<file path="src/psbs_pkg.sv">
// ============================================================
// psbs_pkg: constants and types for program space bank select
// assumes: 8-bit core with 16-bit program addresses, 128 kB flash
// ============================================================
package psbs_pkg;

    // ========================================================
    // address widths
    localparam int PSBS_LADDR_W = 16;
    localparam int PSBS_PADDR_W = 17;
    localparam int PSBS_BANK_W = 2;
    localparam int PSBS_OFS_W = 15;
    localparam int PSBS_SFR_W = 8;

    // ========================================================
    // bank select register
    localparam logic [7:0] PSBS_SFR_ADDR = 8'h84;
    localparam logic [7:0] PSBS_RESET_VAL = 8'h11;
    localparam int PSBS_FETCH_LSB = 0;
    localparam int PSBS_CONST_LSB = 4;
    localparam logic [1:0] PSBS_BANK0 = 2'h0;

    // ========================================================
    // window and data memory sizes
    localparam int PSBS_UPPER_BIT = 15;
    localparam int PSBS_IRAM_W = 8;
    localparam int PSBS_XRAM_W = 13;
    localparam logic [12:0] PSBS_XRAM_MASK_BIG = 13'h1FFF;
    localparam logic [12:0] PSBS_XRAM_MASK_SMALL = 13'h0FFF;

    typedef logic [PSBS_BANK_W-1:0] psbs_bank_t;
    typedef logic [PSBS_LADDR_W-1:0] psbs_laddr_t;
    typedef logic [PSBS_PADDR_W-1:0] psbs_paddr_t;

    // ========================================================
    // bank seen by a logical address: lower half always bank 0
    function automatic psbs_bank_t psbs_eff_bank(input psbs_laddr_t a, input psbs_bank_t b);
        return a[PSBS_UPPER_BIT] ? b : PSBS_BANK0;
    endfunction

endpackage

</file>
<file path="src/psbs_map_if.sv">
// ============================================================
// psbs_map_if: carries logical addresses and banks to the mapper
// assumes: mapper is purely combinational
// ============================================================
`timescale 1ns/100ps
`default_nettype none
interface psbs_map_if;
    import psbs_pkg::*;
    psbs_laddr_t fetch_laddr;
    psbs_laddr_t const_laddr;
    psbs_bank_t fetch_bank;
    psbs_bank_t const_bank;
    psbs_paddr_t fetch_paddr;
    psbs_paddr_t const_paddr;
    modport mapper (
        input fetch_laddr, const_laddr, fetch_bank, const_bank,
        output fetch_paddr, const_paddr
    );
    modport user (
        output fetch_laddr, const_laddr, fetch_bank, const_bank,
        input fetch_paddr, const_paddr
    );
endinterface
`default_nettype wire

</file>
<file path="src/psbs_mapper.sv">
// ============================================================
// psbs_mapper: logical to physical flash address translation
// assumes: banks come from the bank select register of the top
// ============================================================
`timescale 1ns/100ps
`default_nettype none
module psbs_mapper (
    // translation carrier
    psbs_map_if.mapper m
);
    import psbs_pkg::*;

    // join bank number with the low 15 address bits
    function automatic psbs_paddr_t psbs_phys(input psbs_laddr_t a, input psbs_bank_t b);
        return {psbs_eff_bank(a, b), a[PSBS_OFS_W-1:0]};
    endfunction

    // instruction fetch and constant paths use separate banks
    assign m.fetch_paddr = psbs_phys(m.fetch_laddr, m.fetch_bank);
    assign m.const_paddr = psbs_phys(m.const_laddr, m.const_bank);
endmodule // psbs_mapper
`default_nettype wire

</file>
<file path="src/psbs_top.sv">
// ============================================================
// psbs_top: program space bank select and memory steering
// assumes: core drives requests synchronously on clock; one request
// of each kind per cycle; answers are registered one cycle later
// ============================================================
`timescale 1ns/100ps
`default_nettype none

// Operation
// - program addresses 0x0000 to 0x7FFF always map to flash bank 0.
// - fetches to 0x8000 to 0xFFFF use the bank in fetch field bits 1:0.
// - the fetch field is a plain binary bank number 0 to 3.
// - constant reads and flash writes in the upper window use the constant field bits 5:4.
// - the constant field is a plain binary bank number 0 to 3.
// - the fetch field only changes when the writing code runs from bank 0.
// - bits 7:6 and 3:2 read as zero and software writes them as zero.
// - the bank select register resets to 0x11.
// - constant-table reads always go to flash, never to data memory.
// - data-move reads go to XRAM; writes go to XRAM when flash writing is disabled, else to flash unless a constant-table read is in the same cycle.
// - 256 bytes sit in internal RAM and 8192 or 4096 bytes in on-chip XRAM.
// - the bank select register answers at 0x84 on every SFR page.
module psbs_top (
    // clock and reset
    input wire logic clock,
    input wire logic reset,
    // variant strap, static
    input wire logic small_xram,
    // special-function register port
    input wire logic [7:0] sfr_addr,
    input wire logic sfr_wr,
    input wire logic sfr_rd,
    input wire logic [7:0] sfr_wdata,
    input wire psbs_pkg::psbs_laddr_t exec_pc,
    output logic [7:0] sfr_rdata,
    output logic sfr_hit,
    // instruction fetch
    input wire logic fetch_req,
    input wire psbs_pkg::psbs_laddr_t fetch_addr,
    output logic fetch_flash_rd,
    output psbs_pkg::psbs_paddr_t fetch_flash_addr,
    // constant-table read
    input wire logic movc_req,
    input wire psbs_pkg::psbs_laddr_t movc_addr,
    output logic const_flash_rd,
    output psbs_pkg::psbs_paddr_t const_flash_addr,
    // data move
    input wire logic movx_req,
    input wire logic movx_write,
    input wire logic flash_write_en,
    input wire psbs_pkg::psbs_laddr_t movx_addr,
    input wire logic [7:0] movx_wdata,
    output logic flash_wr,
    output psbs_pkg::psbs_paddr_t flash_wr_addr,
    output logic [7:0] flash_wr_data,
    output logic xram_rd,
    output logic xram_wr,
    output logic [psbs_pkg::PSBS_XRAM_W-1:0] xram_addr,
    output logic [7:0] xram_wdata,
    // direct internal RAM
    input wire logic iram_req,
    input wire logic iram_write,
    input wire logic [7:0] iram_addr_in,
    output logic iram_rd,
    output logic iram_wr,
    output logic [psbs_pkg::PSBS_IRAM_W-1:0] iram_addr
);
    import psbs_pkg::*;

    // ========================================================
    // bank select register state
    psbs_bank_t fetch_bank_field_r;
    psbs_bank_t constant_bank_field_r;
    logic [12:0] xram_mask_r;
    logic sfr_sel;
    logic code_in_bank0;
    logic movx_to_flash;
    psbs_laddr_t const_laddr;

    // translation carrier and mapper
    psbs_map_if map_c ();

    psbs_mapper u_mapper (
        .m (map_c.mapper)
    );

    // decode ignores any page selection
    assign sfr_sel = (sfr_addr == PSBS_SFR_ADDR);

    // writer runs from bank 0: lower half, or upper half with bank 0 fetched
    assign code_in_bank0 = (psbs_eff_bank(exec_pc, fetch_bank_field_r) == PSBS_BANK0);

    // a data-move write goes to flash only when flash writing is enabled
    assign movx_to_flash = movx_req && movx_write && flash_write_en;

    // constant path serves either the table read or the flash write
    assign const_laddr = movc_req ? movc_addr : movx_addr;

    // feed the mapper
    assign map_c.fetch_laddr = fetch_addr;
    assign map_c.const_laddr = const_laddr;
    assign map_c.fetch_bank = fetch_bank_field_r;
    assign map_c.const_bank = constant_bank_field_r;

    // ========================================================
    // fetch bank field, guarded by writer bank
    always_ff @(posedge clock or posedge reset) begin
        if (reset) begin
            fetch_bank_field_r <= PSBS_RESET_VAL[PSBS_FETCH_LSB +: PSBS_BANK_W];
        end else if (sfr_wr && sfr_sel && code_in_bank0) begin
            fetch_bank_field_r <= sfr_wdata[PSBS_FETCH_LSB +: PSBS_BANK_W];
        end
    end

    // constant bank field, writable from any bank
    always_ff @(posedge clock or posedge reset) begin
        if (reset) begin
            constant_bank_field_r <= PSBS_RESET_VAL[PSBS_CONST_LSB +: PSBS_BANK_W];
        end else if (sfr_wr && sfr_sel) begin
            constant_bank_field_r <= sfr_wdata[PSBS_CONST_LSB +: PSBS_BANK_W];
        end
    end

    // ========================================================
    // register read port, reserved bits return zero
    always_ff @(posedge clock or posedge reset) begin
        if (reset) begin
            sfr_rdata <= 8'h00;
            sfr_hit <= 1'b0;
        end else begin
            sfr_hit <= (sfr_rd || sfr_wr) && sfr_sel;
            if (sfr_rd && sfr_sel) begin
                sfr_rdata <= 8'h00;
                sfr_rdata[PSBS_FETCH_LSB +: PSBS_BANK_W] <= fetch_bank_field_r;
                sfr_rdata[PSBS_CONST_LSB +: PSBS_BANK_W] <= constant_bank_field_r;
            end else begin
                sfr_rdata <= 8'h00;
            end
        end
    end

    // ========================================================
    // xram size mask, sampled from the strap on every clock after reset release
    always_ff @(posedge clock or posedge reset) begin
        if (reset) begin
            xram_mask_r <= PSBS_XRAM_MASK_BIG;
        end else begin
            xram_mask_r <= small_xram ? PSBS_XRAM_MASK_SMALL : PSBS_XRAM_MASK_BIG;
        end
    end

    // ========================================================
    // instruction fetch to flash
    always_ff @(posedge clock or posedge reset) begin
        if (reset) begin
            fetch_flash_rd <= 1'b0;
            fetch_flash_addr <= '0;
        end else begin
            fetch_flash_rd <= fetch_req;
            if (fetch_req) begin
                fetch_flash_addr <= map_c.fetch_paddr;
            end
        end
    end

    // constant-table read, always to flash
    always_ff @(posedge clock or posedge reset) begin
        if (reset) begin
            const_flash_rd <= 1'b0;
            const_flash_addr <= '0;
        end else begin
            const_flash_rd <= movc_req;
            if (movc_req) begin
                const_flash_addr <= map_c.const_paddr;
            end
        end
    end

    // flash erase or program by data-move write
    always_ff @(posedge clock or posedge reset) begin
        if (reset) begin
            flash_wr <= 1'b0;
            flash_wr_addr <= '0;
            flash_wr_data <= 8'h00;
        end else begin
            flash_wr <= movx_to_flash && !movc_req;
            if (movx_to_flash && !movc_req) begin
                flash_wr_addr <= map_c.const_paddr;
                flash_wr_data <= movx_wdata;
            end
        end
    end

    // ========================================================
    // data-move access to on-chip XRAM, addresses alias by size
    always_ff @(posedge clock or posedge reset) begin
        if (reset) begin
            xram_rd <= 1'b0;
            xram_wr <= 1'b0;
            xram_addr <= '0;
            xram_wdata <= 8'h00;
        end else begin
            xram_rd <= movx_req && !movx_write;
            xram_wr <= movx_req && movx_write && !flash_write_en;
            if (movx_req) begin
                xram_addr <= movx_addr[PSBS_XRAM_W-1:0] & xram_mask_r;
                xram_wdata <= movx_wdata;
            end
        end
    end

    // direct internal RAM, 256 bytes
    always_ff @(posedge clock or posedge reset) begin
        if (reset) begin
            iram_rd <= 1'b0;
            iram_wr <= 1'b0;
            iram_addr <= '0;
        end else begin
            iram_rd <= iram_req && !iram_write;
            iram_wr <= iram_req && iram_write;
            if (iram_req) begin
                iram_addr <= iram_addr_in;
            end
        end
    end

endmodule // psbs_top
`default_nettype wire

</file>
<file path="config.mk">
export PLATFORM = sky130hd
export DESIGN_NAME = psbs_top
export DESIGN_NICKNAME = d
export VERILOG_FILES = /design/src/psbs_pkg.sv /design/src/psbs_map_if.sv /design/src/psbs_mapper.sv /design/src/psbs_top.sv
export SDC_FILE = /design/constraint.sdc
export NUM_CORES = 1
export LEC_CHECK = 0
export ABC_AREA = 1
export CORE_ASPECT_RATIO = 1.1
export CORE_UTILIZATION = 30
export CTS_BUF_LIST = sky130_fd_sc_hd__clkbuf_8
export DETAILED_ROUTE_END_ITERATION = 6
export DONT_BUFFER_PORTS = 1
export PLACE_DENSITY_LB_ADDON = 0.2
export SLEW_MARGIN = 10
export SYNTH_ARGS = -nofsm -noshare
export SYNTH_HDL_FRONTEND = slang
export SYNTH_SLANG_ARGS = --single-unit
</file>
<file path="constraint.sdc">
create_clock -name clock -period 5.4 [get_ports clock]
set_input_delay 0.27 -clock clock [delete_from_list [all_inputs] [get_ports clock]]
set_output_delay 0.27 -clock clock [all_outputs]
set_load 0.1 [all_outputs]
</file>
Yosys cells after proc, flatten, opt, wreduce, memory -nomap -nowiden. Cells that the tools add are included.

Output and inout bits: 104. Bits in latches: 0. Input port bits: 108. Memories kept: 0. Word-level logic and storage cells: 44. Bits in registers: 121. Memory bits (writable): 0. Memory bits (read-only): 0.

Bitwise operators: 1. Equal/unequal tests: 1. Multiply operators: 0. Divide/modulo/power cells: 0. Muxes and demuxes: 6. Add/sub/neg operators: 0. Shift operators: 0. Magnitude comparators: 0. Reductions and logical operators: 17.

Operators with widths (count): 16-bit 2-to-1 mux (1); 13-bit bitwise AND (1); 13-bit 2-to-1 mux (1); 1-bit logical AND (11); 8-bit equality test (second input constant) (1); 2-bit 2-to-1 mux (3); 6-bit 2-to-1 mux (1); 1-bit zero test (4); 2-bit zero test (1); 1-bit logical OR (1).

Logic depth before layout (Yosys ltp). Gate-level depths: netlist (run 1).

Word-level depth: 3. Gate-level depth with buffers: 7. Depth with buffers taken out: 7.

Modules after synthesis. Synthesis (run 1) repeated with hierarchy kept, for this count alone.

Cell total of the unflattened synthesis: 440. Area total of the unflattened synthesis: 4411.7 sq um.

By module, submodules not included: psbs_top (cells an instance 402, times used 1, area each 4156.5 sq um, seq. area each 2631.3 sq um); psbs_mapper (cells an instance 38, times used 1, area each 255.2 sq um, seq. area each 0.0 sq um).

Worst setup path before layout (run 1). OpenSTA, ideal clock, no wires.

Path type: register to register. Start point: register, netlist name const_flash_addr[0]. End point: register const_flash_addr[0]. Library setup time: 0.125 ns. Required time: 5.275 ns. Buffers on the path: 0. Clock period less this slack: 1.256 ns. Path slack: 4.144 ns. Cell stages (with the launch flop): 2. Data arrival time: 1.130 ns. Cell sequence: dfrtp_1 > mux2_2.

RTL lines: to (signal assigned) (RTL line psbs_top.sv:173) `const_flash_addr <= map_c.const_paddr;`; to (decl) (RTL line psbs_top.sv:45) `output psbs_pkg::psbs_paddr_t const_flash_addr,`.

==> metrics.md, run 1 <==
| Metric | Value |
|---|---|
| Worst Path Max Fanout | `60` |
| Mapped Cells | `375` |
| Crit path kind | `in2async` |
| Layout cells sized above 1 | `roughly 15%` |
| Area growth, synth to finish | `15.12%` |
| GPL Wtd Cong | `between 0.6 and 0.7` |
| Reg2Reg Depth | `4` |
| Die Span X | `about 110 um` |
| Clock sink count | `~110` |
| Final instance area | `between 4000 and 5000 um2` |
| Violated checks | `DRC` |
| Tot Pwr | `2.102 mW` |
| Slew Limit Fails | `0` |
| Worst R2R End | `fetch_bank_field_r[0]$_DFFE_PP1P_` |
| Vias per cell | `around 4.7` |
| Status | `finished, violations left` |
| Setup TNS | `0 ns` |
| Flops & latches, synth | `~110` |
| Setup crit start kind | `input pin` |
| Fin. Hold Viols | `0` |
| Root buf cell | `clkbuf_8` |
| Clk slew on worst S/H paths | `around 0.11 ns` |
| Core Box Area | `12,800 um2` |
| Buf/Inv on CP | `3` |
| Wire length of the first global-routing pass | `between 10,000 and 15,000 um` |
| Clock Path Buffers | `2` |
| Clk_skew | `0.004952 ns` |
| Max_cap viols | `0` |
| FF-to-FF Start | `fetch_bank_field_r[1]$_DFFE_PP0P_` |
| Final Util | `roughly 36%` |
| Crit-path leading delay family | `buffers and inverters` |
| Hold Path Class | `in2reg` |
| Max IR drop VDD | `0.1568 mV` |
| Hpwl dp | `6143 um` |
| Remaining DRCs | `14` |
| Worst Hold End | `xram_wdata[5]$_DFFE_PP0P_` |
| Crit path DAT | `2.03 ns` |
| FF-to-FF setup slack | `between 3 and 4 ns` |
| Slew @ Worst Pin | `0.9478 ns` |
| Fin crit share | `29.94%` |
| # H-tree levels | `3` |
| Hold Startpoint | `movx_wdata[5]` |
| WL final | `about 9000 um` |
| Full die area | `between 10,000 and 15,000 um2` |
| Average cell area after synthesis | `between 10 and 15 um2` |
| PwrDens | `approximately 460 nW/um2` |
| Final Non-Filler Cells | `around 570` |
| Library cells used by synthesis | `20` |
| Pleak | `approximately 2.2 nW` |
| # rows | `between 40 and 50` |
| Hold-fix buffers, CTS | `28` |
| Vias | `approximately 2,600` |
| Starting DRT DRC Count | `129` |
| Worst path max stage delay | `0.69 ns` |
| Initial antenna violation count | `0` |
| IO Pins | `roughly 210` |
| Antenna cells | `0` |
| Area post-placement | `between 4000 and 5000 um2` |
| Crit end category | `async pin` |
| Relative slew margins | `between 30 and 40%` |
| CP required | `roughly 5.8 ns` |
| Slowest cell on crit path | `buf_4` |
| Minimum clock period | `between 1.5 and 2 ns` |
| Netlist Area Pre-Place | `approximately 4000 um2` |
| DP Cell Count | `519` |
| Fill cell count | `1,289` |
| Fmax | `just over 600 MHz` |
| CTS tree | `yes` |
| Buffers on Ports | `0` |
| Starting Density | `31.28%` |
| Critical Path, Cell by Cell | `dlygate4sd3_1 > inv_4 > buf_4` |
| Yosys synthesis warning count | `0` |
| Routed length per instance | `16.25 um` |
| Antenna Violating Nets Remaining | `0` |
| Grt total ovfl | `0` |
| Total CTS buffers | `9` |
| Drt pass-1 iters | `6` |
| Setup Fix Bufs, Post-CTS | `0` |
| Die height | `about 120 um` |
| Synth area leader | `dfrtp_1` |
| Final net count | `slightly above 500` |
| Largest net degree at the start of global routing | `61` |
| Hold depth | `2` |
| Vias in the first global route | `roughly 2,700` |
| Clock latency on the worst-skew pair | `~0.36 ns` |
| Share of the synthesized area in the top cell type | `63.73%` |
| Synth area leaders | `dfrtp_1 (64%), nand2_1 (13%), mux2_2 (8.2%)` |
| Endpoints failing setup | `0` |
| RSZ-0062 raised after global routing | `no` |
| Seq/Total Area, Yosys | `65.70%` |
| Total track usage | `a little over an eighth` |
| Post-CTS Resized | `0` |
-- flip-flops by register name, summed over array words and instances (netlist names) --
signal and cells:
const_flash_addr 17, const_flash_rd 1, constant_bank_field_r 2, fetch_bank_field_r 2
fetch_flash_addr 17, fetch_flash_rd 1, flash_wr 1, flash_wr_addr 17
flash_wr_data 8, iram_addr 8, iram_rd 1, iram_wr 1
sfr_hit 1, sfr_rdata 4, xram_addr 13, xram_mask_r 1
xram_rd 1, xram_wdata 8, xram_wr 1
-- cells by family (layout without fill, tap and decap cells) --
logic type,after synthesis,in the layout,share of synthesized area [%]
AOI/OAI and AO/OA,25,25,3.936
buffers and inverters,48,79,5.654
DFF,105,105,65.70
muxes,29,29,8.154
other,1,4,0.09363
and+or+nand+nor,167,167,16.46
-- cell usage after synthesis --
| cell | instances |
|---|---|
| inv_1 | 29 |
| nand2_2 | 1 |
| o21ai_2 | 8 |
| clkinv_1 | 1 |
| dfstp_2 | 3 |
| dfrtp_1 | 102 |
| mux2_2 | 29 |
| nor2_1 | 12 |
| nor3_4 | 1 |
| inv_2 | 1 |
| buf_2 | 4 |
| o21ai_0 | 15 |
| buf_6 | 3 |
| clkbuf_1 | 5 |
| o22ai_1 | 2 |
| nand4_1 | 3 |
| buf_4 | 5 |
| conb_1 | 1 |
| nand3_1 | 8 |
| nand2_1 | 142 |
-- layer usage --
metal  up-vias  share of wire (%)  track usage [%]
met3         7                 11            5.784
met4         0                1.1            5.167
met5         -                  0                0
li1       1212                  -                -
met1      1278                 40            16.88
met2       140                 47            21.35
-- worst max path at each step --
stage	start	to	cells past startpoint
floorplan	reset	const_flash_addr[0]$_DFFE_PP0P_	1
global placement	flash_write_en	flash_wr_addr[10]$_DFFE_PP0P_	5
detailed placement	flash_write_en	flash_wr_data[7]$_DFFE_PP0P_	5
CTS	reset	xram_wdata[4]$_DFFE_PP0P_	3
global route	reset	xram_wdata[4]$_DFFE_PP0P_	3
finish	reset	flash_wr_data[4]$_DFFE_PP0P_	3
-- metrics by stage --
step,setup slack (ns),hold slack [ns]
after global placement,3.391,0.2356
after global routing,3.513,0.001166
after detailed placement,3.383,0.2441
after CTS,3.696,0.00008490
final,3.783,0.02537
after floorplan,2.374,0.2962
-- placed cells by master (no fill, tap or decap), types with 2 or more instances in the layout --
cell,Yosys,routed
nand4_1,3,3
inv_1,29,28
inv_8,0,2
nand2_1,142,142
mux2_2,29,29
clkinvlp_4,0,2
dfstp_2,3,3
clkinv_4,0,2
dfrtp_1,102,102
conb_1,1,4
o21ai_0,15,15
nor2_1,12,12
o22ai_1,2,2
dlygate4sd3_1,0,31
o21ai_2,8,8
clkbuf_8,0,9
nand3_1,8,8
-- cell type report --
type,instances,area (um2),area share (%)
sequential,105,2631,57.07
timing repair buffer,32,317.8,6.893
inverter,31,118.9,2.578
clock buffer,9,123.9,2.687
tap,157,196.4,4.261
multi-input combinational,225,1159,25.13
clock inverter,7,63.81,1.384
-- power by group --
group / leakage, nW / switching [mW] / total (mW) / internal [mW]
Sequential: 1.30 / 0.644 / 1.50 / 0.852
Combinational: 0.857 / 0.0802 / 0.144 / 0.0637
Clock: 0.0899 / 0.285 / 0.462 / 0.177
No activity file was read; power rests on OpenSTA's default activity.
==> inputs of run 2 (changes only) <==
Settings changed: ABC_AREA 1 to 0.
Clock period 5.4 ns to 1.6 ns, I/O delays scaled along.
==> run 2 against run 1 <==
Compared with the run above: the flow still finishes with violations (DRC); combinational power rose to 23 times the previous value; via count decreased by 0.57%; die area down 0.31%; sequential share of layout area fell by 13 points; largest power group is now combinational cells.
==> metrics.md, run 2 <==
| Metric | Value |
|---|---|
| Final net count | `537 (+4.9%)` |
| Area growth, synth to finish | `48.76%` |
| Minimum clock period | `about 1.3 ns` |
| Critical Path, Cell by Cell | `dlygate4sd3_1 > mux2_2` |
| Buffers on Ports | `0 (unchanged)` |
| Area post-placement | `4888 um2 (+19%)` |
| Crit path DAT | `1.57 ns (-0.46 ns)` |
| # H-tree levels | `3 (unchanged)` |
| Largest net degree at the start of global routing | `106 (+74%)` |
| Post-CTS Resized | `0 (unchanged)` |
| Fmax | `757.3 MHz` |
| Main synth FF type | `dfrtp_1` |
| Share of the synthesized area in the top cell type | `63.93% (+0.20 points)` |
| PwrDens | `1380 nW/um2 (+200%)` |
| Root buf cell | `clkbuf_8` |
| Seq/Total Area, Yosys | `65.90% (+0.21 points)` |
| Yosys synthesis warning count | `0 (unchanged)` |
| Vias | `2,622 (-0.57%)` |
| Final instance area | `5939 um2 (+29%)` |
| Endpoints failing setup | `0 (unchanged)` |
| Worst Path Max Fanout | `20 (-67%)` |
| Flops & latches, synth | `105 (unchanged)` |
| Netlist Area Pre-Place | `3993 um2 (-0.31%)` |
| Most frequent cell after synthesis | `dfrtp_1` |
| Vias per cell | `4.437 (-4.8%)` |
| Clk_skew | `0.003460 ns (-0.001492 ns)` |
| GPL Wtd Cong | `0.7053 (+4.3%)` |
| Drt pass-1 iters | `7 (+1)` |
| Buf/Inv on CP | `1 (-2)` |
| Clock latency on the worst-skew pair | `0.36 ns (about the same)` |
| Synth area leaders | `dfrtp_1 (64%), mux2_2 (19%), mux2_4 (6.0%)` |
| IO Pins | `212 (unchanged)` |
| Worst path max stage delay | `1.07 ns (+0.38 ns)` |
| Synth area leader | `dfrtp_1` |
| Core Box Area | `12,800 um2 (unchanged)` |
| Setup Fix Bufs, Post-CTS | `0 (unchanged)` |
| Async set-or-reset flop fraction in the synthesized netlist | `100.0% (unchanged)` |
| Fill cell count | `1,166 (-9.5%)` |
| Grt total ovfl | `0 (unchanged)` |
| Status | `finished, violations left` |
| Most frequent cells in the layout | `dfrtp_1 (102), buf_4 (101), dlygate4sd3_1 (82), mux2_2 (69), mux2_4 (16)` |
| Average cell area after synthesis | `16.36 um2 (+53%)` |
| Regs by FF count | `const_flash_addr x17, fetch_flash_addr x17, flash_wr_addr x17` |
| Violated checks | `DRC` |
| Fin. Hold Viols | `0 (unchanged)` |
| Initial antenna violation count | `0 (unchanged)` |
| Max IR drop VDD | `0.7179 mV (+360%)` |
| Crit path kind | `in2reg` |
| Library cells used by synthesis | `23 (+15%)` |
| Setup TNS | `0 ns (unchanged)` |
| Post-synth EDFFs | `0 (unchanged)` |
| Max_cap viols | `0 (unchanged)` |
| CTS tree | `yes` |
| Hold Startpoint | `sfr_addr[1]` |
| Total track usage | `13.54% (-0.13 points)` |
| Clock sink count | `105 (unchanged)` |
| Most common cell after layout, fill and taps aside | `dfrtp_1` |
| Hold-fix buffers, CTS | `83 (+200%)` |
| Slew @ Worst Pin | `0.8115 ns (-0.1363 ns)` |
| Slew Limit Fails | `0 (unchanged)` |
| Routed length per instance | `14.91 um (-8.2%)` |
| Total CTS buffers | `9 (unchanged)` |
| Fin crit share | `between 80% and 90%` |
| Hpwl dp | `5829 um (-5.1%)` |
| RSZ-0062 raised after global routing | `no` |
| Vias in the first global route | `2,829 (+3.1%)` |
| Mapped Cells | `244 (-35%)` |
| Clk slew on worst S/H paths | `0.09 ns (-0.02 ns)` |
| Die Span X | `112.0 um (-0.15%)` |
| Wire length of the first global-routing pass | `14,310 um (-0.81%)` |
| Crit end category | `register` |
| Setup crit start kind | `input pin` |
| Crit-path leading delay family | `buffers and inverters` |
| Slowest cell on crit path | `dlygate4sd3_1` |
| Die height | `123.0 um (-0.15%)` |
| WL final | `8814 um (-4.2%)` |
| Antenna cells | `0 (unchanged)` |
| Clock Path Buffers | `2 (unchanged)` |
| Worst Setup SP | `movc_req` |
| Remaining DRCs | `9 (-5)` |
| Pleak | `2.800 nW (+25%)` |
| Layout cells sized above 1 | `48.39% (+33 points)` |
| CP required | `1.85 ns (-3.97 ns)` |
| FF-to-FF Start | `xram_mask_r[12]$_DFF_PP1_` |
| Antenna Violating Nets Remaining | `0 (unchanged)` |
| Most instantiated cells after synthesis | `dfrtp_1 (102), mux2_2 (69), mux2_4 (16)` |
| Hold Path Class | `in2reg` |
| Full die area | `13,770 um2 (-0.31%)` |
| Starting DRT DRC Count | `82 (-36%)` |
| Starting Density | `31.18% (-0.098 points)` |
| # rows | `43 (unchanged)` |
| Relative slew margins | `45.72% (+9.0 points)` |
## run 2: routing by layer
metal	vias up	share of wire [%]	global-route usage, %
met1	1285	39	15.07
met5	-	0	0
met4	0	2.1	7.000
li1	1206	-	-
met2	119	50	22.90
met3	12	9.0	5.000
## run 2: per-stage QoR
| stage | hold slack (ns) | setup WS, ns | cells | power, mW | utilization, % |
|---|---|---|---|---|---|
| after floorplan | 0.1062 | 0.2629 | 247 | 5.760 | - |
| after global placement | 0.1089 | 0.4169 | 492 | 6.305 | 38.18 |
| after detailed placement | 0.1140 | 0.3930 | 492 | 6.330 | 38.18 |
| after CTS | 0.007669 | 0.2976 | 591 | 8.301 | 46.38 |
| after global routing | 0.02314 | 0.2081 | 591 | 8.516 | 46.38 |
| final | 0.04258 | 0.2795 | 591 | 8.196 | 46.38 |
## run 2: final timing paths
check	end	slack, ns	cells past startpoint
max	const_flash_addr[8]$_DFFE_PP0P_	0.28	2
min	constant_bank_field_r[1]$_DFFE_PP0P_	0.04	3
max reg2reg	xram_addr[12]$_DFFE_PP0P_	0.31	3
min reg2reg	xram_addr[11]$_DFFE_PP0P_	0.51	1
max in group asynchronous	constant_bank_field_r[0]$_DFFE_PP1P_	0.83	3
min in group asynchronous	const_flash_addr[13]$_DFFE_PP0P_	0.35	3
## run 2: kinds of logic after synthesis
| logic type | after synthesis | synth area share [%] |
|---|---|---|
| and+or+nand+nor | 21 | 3.792 |
| AOI/OAI and AO/OA | 9 | 1.379 |
| other | 1 | 0.09392 |
| buffers and inverters | 22 | 3.103 |
| muxes | 86 | 25.73 |
| DFF | 105 | 65.90 |
## run 2: cell type report
type	count	area (um2)	share of cell area, %
Clock buffer	9	123.9	2.086
Sequential cell	105	2631	44.30
Multi-Input combinational cell	120	1249	21.02
Clock inverter	7	86.33	1.454
Inverter	8	33.78	0.5688
Timing Repair Buffer	185	1619	27.26
Tap cell	157	196.4	3.307
## run 2: power by group
part	leakage, nW	total (mW)	internal, mW	switching, mW
registers	1.27	3.11	2.95	0.162
logic	1.42	3.36	0.799	2.56
clock network	0.110	1.73	0.867	0.858
## run 2: worst reg2reg max path, cell delays in order, from the launching register on
cell and delay [ns]:
dfstp_2 0.53, nand3_1 0.06, o21ai_0 0.08, dlygate4sd3_1 0.57
==> inputs of run 3 (changes only) <==
Settings changed: ABC_AREA 0 to 1.
Clock period 1.6 ns to 1.3 ns, I/O delays scaled along.
==> run 3 against run 2 <==
Compared with the run above: clock skew rose by 0.00057 ns; highest routed layer unchanged; flip-flop and latch count is the same; largest power group unchanged; sequential power grew 22%; combinational power rose by 14%; register-to-register slack worse by 0.24 ns; clock power rose by 13%; the flow finishes with violations (DRC, hold timing).
==> metrics.md, run 3 (same netlist as run 1, synthesis figures left out) <==
| Metric | Value |
|---|---|
| Most frequent cells in the layout | `nand2_1 (142), dlygate4sd3_1 (107), buf_4 (103), dfrtp_1 (102), mux2_2 (29)` |
| Status | `finished, violations left` |
| Buf/Inv on CP | `2 (+1)` |
| Minimum clock period | `around 1.2 ns` |
| Hold depth | `0 (-3)` |
| PwrDens | `1535 nW/um2 (+11%)` |
| Clock Path Buffers | `2 (unchanged)` |
| Wire length of the first global-routing pass | `17,080 um (+19%)` |
| Crit path kind | `reg2reg` |
| Setup crit start kind | `register` |
| Slew Limit Fails | `0 (unchanged)` |
| IO Pins | `212 (unchanged)` |
| Clk slew on worst S/H paths | `0.11 ns (+0.02 ns)` |
| Crit path DAT | `1.49 ns (-0.08 ns)` |
| Final Non-Filler Cells | `750 (+27%)` |
| Crit end category | `register` |
| Worst Hold End | `const_flash_rd$_DFF_PP0_` |
| CP required | `1.57 ns (-0.28 ns)` |
| Largest net degree at the start of global routing | `106 (unchanged)` |
| Total track usage | `16.18% (+2.6 points)` |
| Fill cell count | `1,199 (+2.8%)` |
| FF-to-FF setup slack | `0.07 ns (-0.24 ns)` |
| Clk_skew | `0.004033 ns (+0.0005731 ns)` |
| Starting DRT DRC Count | `136 (+66%)` |
| Slowest cell on crit path | `dlygate4sd3_1` |
| Antenna cells | `0 (unchanged)` |
| Most common cell after layout, fill and taps aside | `nand2_1` |
| Worst Setup SP | `constant_bank_field_r[1]$_DFFE_PP0P_` |
| Final hold slack | `-0.2924 ns (-0.3350 ns)` |
| Max_cap viols | `0 (unchanged)` |
| Clock sink count | `105 (unchanged)` |
| Die height | `123.2 um (+0.15%)` |
| Hold Startpoint | `movc_req` |
| Core Box Area | `12,800 um2 (unchanged)` |
| GPL Wtd Cong | `0.7737 (+9.7%)` |
| Worst path max stage delay | `0.56 ns (-0.51 ns)` |
| Total CTS buffers | `9 (unchanged)` |
| Max IR drop VDD | `0.7117 mV (-0.87%)` |
| Hold Path Class | `in2reg` |
| Vias in the first global route | `3,460 (+22%)` |
| DP Cell Count | `621 (+26%)` |
| Fin. Hold Viols | `17 (+17)` |
| # H-tree levels | `3 (unchanged)` |
| Crit-path leading delay family | `buffers and inverters` |
| RSZ-0062 raised after global routing | `no` |
| WL final | `10,760 um (+22%)` |
| Worst Path Max Fanout | `3 (-85%)` |
| Buffers on Ports | `0 (unchanged)` |
| Critical Path, Cell by Cell | `inv_1 > o22ai_1 > dlygate4sd3_1` |
| Final net count | `696 (+30%)` |
| Die Span X | `112.2 um (+0.15%)` |
| Vias | `3,337 (+27%)` |
| Reg2Reg Depth | `3 (unchanged)` |
| Starting Density | `31.28% (+0.098 points)` |
| Area growth, synth to finish | `55.42%` |
| # rows | `43 (unchanged)` |
| Hold-fix buffers, CTS | `111 (+34%)` |
| CTS tree | `yes` |
| Pleak | `3.118 nW (+11%)` |
| FF/Latch Area | `2631 um2 (unchanged)` |
| Endpoints failing setup | `0 (unchanged)` |
| Routed length per instance | `14.34 um (-3.8%)` |
| Drt pass-1 iters | `6 (-1)` |
| Vias per cell | `4.449 (+0.29%)` |
| Worst R2R End | `const_flash_addr[16]$_DFFE_PP0P_` |
| Regs by FF count | `const_flash_addr x17, fetch_flash_addr x17, flash_wr_addr x17` |
| Fin crit share | `a little over nine tenths` |
| Violated checks | `DRC, hold timing` |
| Hpwl dp | `6531 um (+12%)` |
| Initial antenna violation count | `0 (unchanged)` |
| Fmax | `814.6 MHz` |
| Root buf cell | `clkbuf_8` |
| Clock latency on the worst-skew pair | `0.38 ns (+0.02 ns)` |
| Slew @ Worst Pin | `0.8638 ns (+0.05230 ns)` |
| Remaining DRCs | `12 (+3)` |
| Layout cells sized above 1 | `28.33% (-20 points)` |
| Antenna Violating Nets Remaining | `0 (unchanged)` |
| Multi-input logic area | `1159 um2 (-7.2%)` |
| Relative slew margins | `42.41% (-3.3 points)` |
| Full die area | `13,820 um2 (+0.31%)` |
| Grt total ovfl | `0 (unchanged)` |
| FF-to-FF Start | `constant_bank_field_r[1]$_DFFE_PP0P_` |
[run 3: how the worst max path moves through the flow]
stage	endpoint	slack, ns	cells after the start
final	const_flash_addr[16]$_DFFE_PP0P_	0.07	3
after global routing	const_flash_addr[16]$_DFFE_PP0P_	0.01	3
after CTS	fetch_flash_addr[3]$_DFFE_PP0P_	0.001	2
after detailed placement	fetch_bank_field_r[1]$_DFFE_PP0P_	0.24	4
after global placement	fetch_bank_field_r[1]$_DFFE_PP0P_	0.25	4
after floorplan	const_flash_addr[0]$_DFFE_PP0P_	-0.02	1
[run 3: through the flow]
stage	TNS [ns]	instance area, um2	utilization [%]	total power [mW]	setup slack [ns]
after floorplan	-2.253	4020	-	6.689	-0.02209
after global placement	0	4905	38.30	7.334	0.2473
after detailed placement	0	4905	38.30	7.362	0.2433
after global routing	0	6225	48.61	9.914	0.01040
final	0	6225	48.61	9.552	0.07240
after CTS	0	6201	48.43	9.650	0.001041
[run 3: area by class of cell]
type                    instances  share of cell area [%]
flip-flops and latches        105                   42.27
repair buffers                215                   30.87
multi-input cells             225                   18.61
well taps                     157                   3.156
inverters                      31                   2.030
clock buffers                   9                   1.990
clock inverters                 7                  0.9849
repair inverters                1                 0.08040
[run 3: power by group]
part	internal [mW]	total [mW]	leakage, nW	switching [mW]
Clock	0.735	1.96	0.0952	1.22
Combinational	0.850	3.82	1.73	2.97
Sequential	3.60	3.78	1.30	0.186
[run 3: timing repair]
item	4_1_cts	5_1_grt
gates resized for setup	0	7
endpoints found under the setup margin	0	41
setup buffers	0	2
hold endpoints to repair	207	17
[run 3: routing by layer]
layer | vias up | GRT usage (%) | wire length (um)
met4 | 0 | 7.833 | 141
li1 | 1585 | - | -
met1 | 1606 | 18.70 | 4351
met2 | 137 | 27.60 | 5423
met3 | 9 | 4.902 | 840
met5 | - | 0 | 0
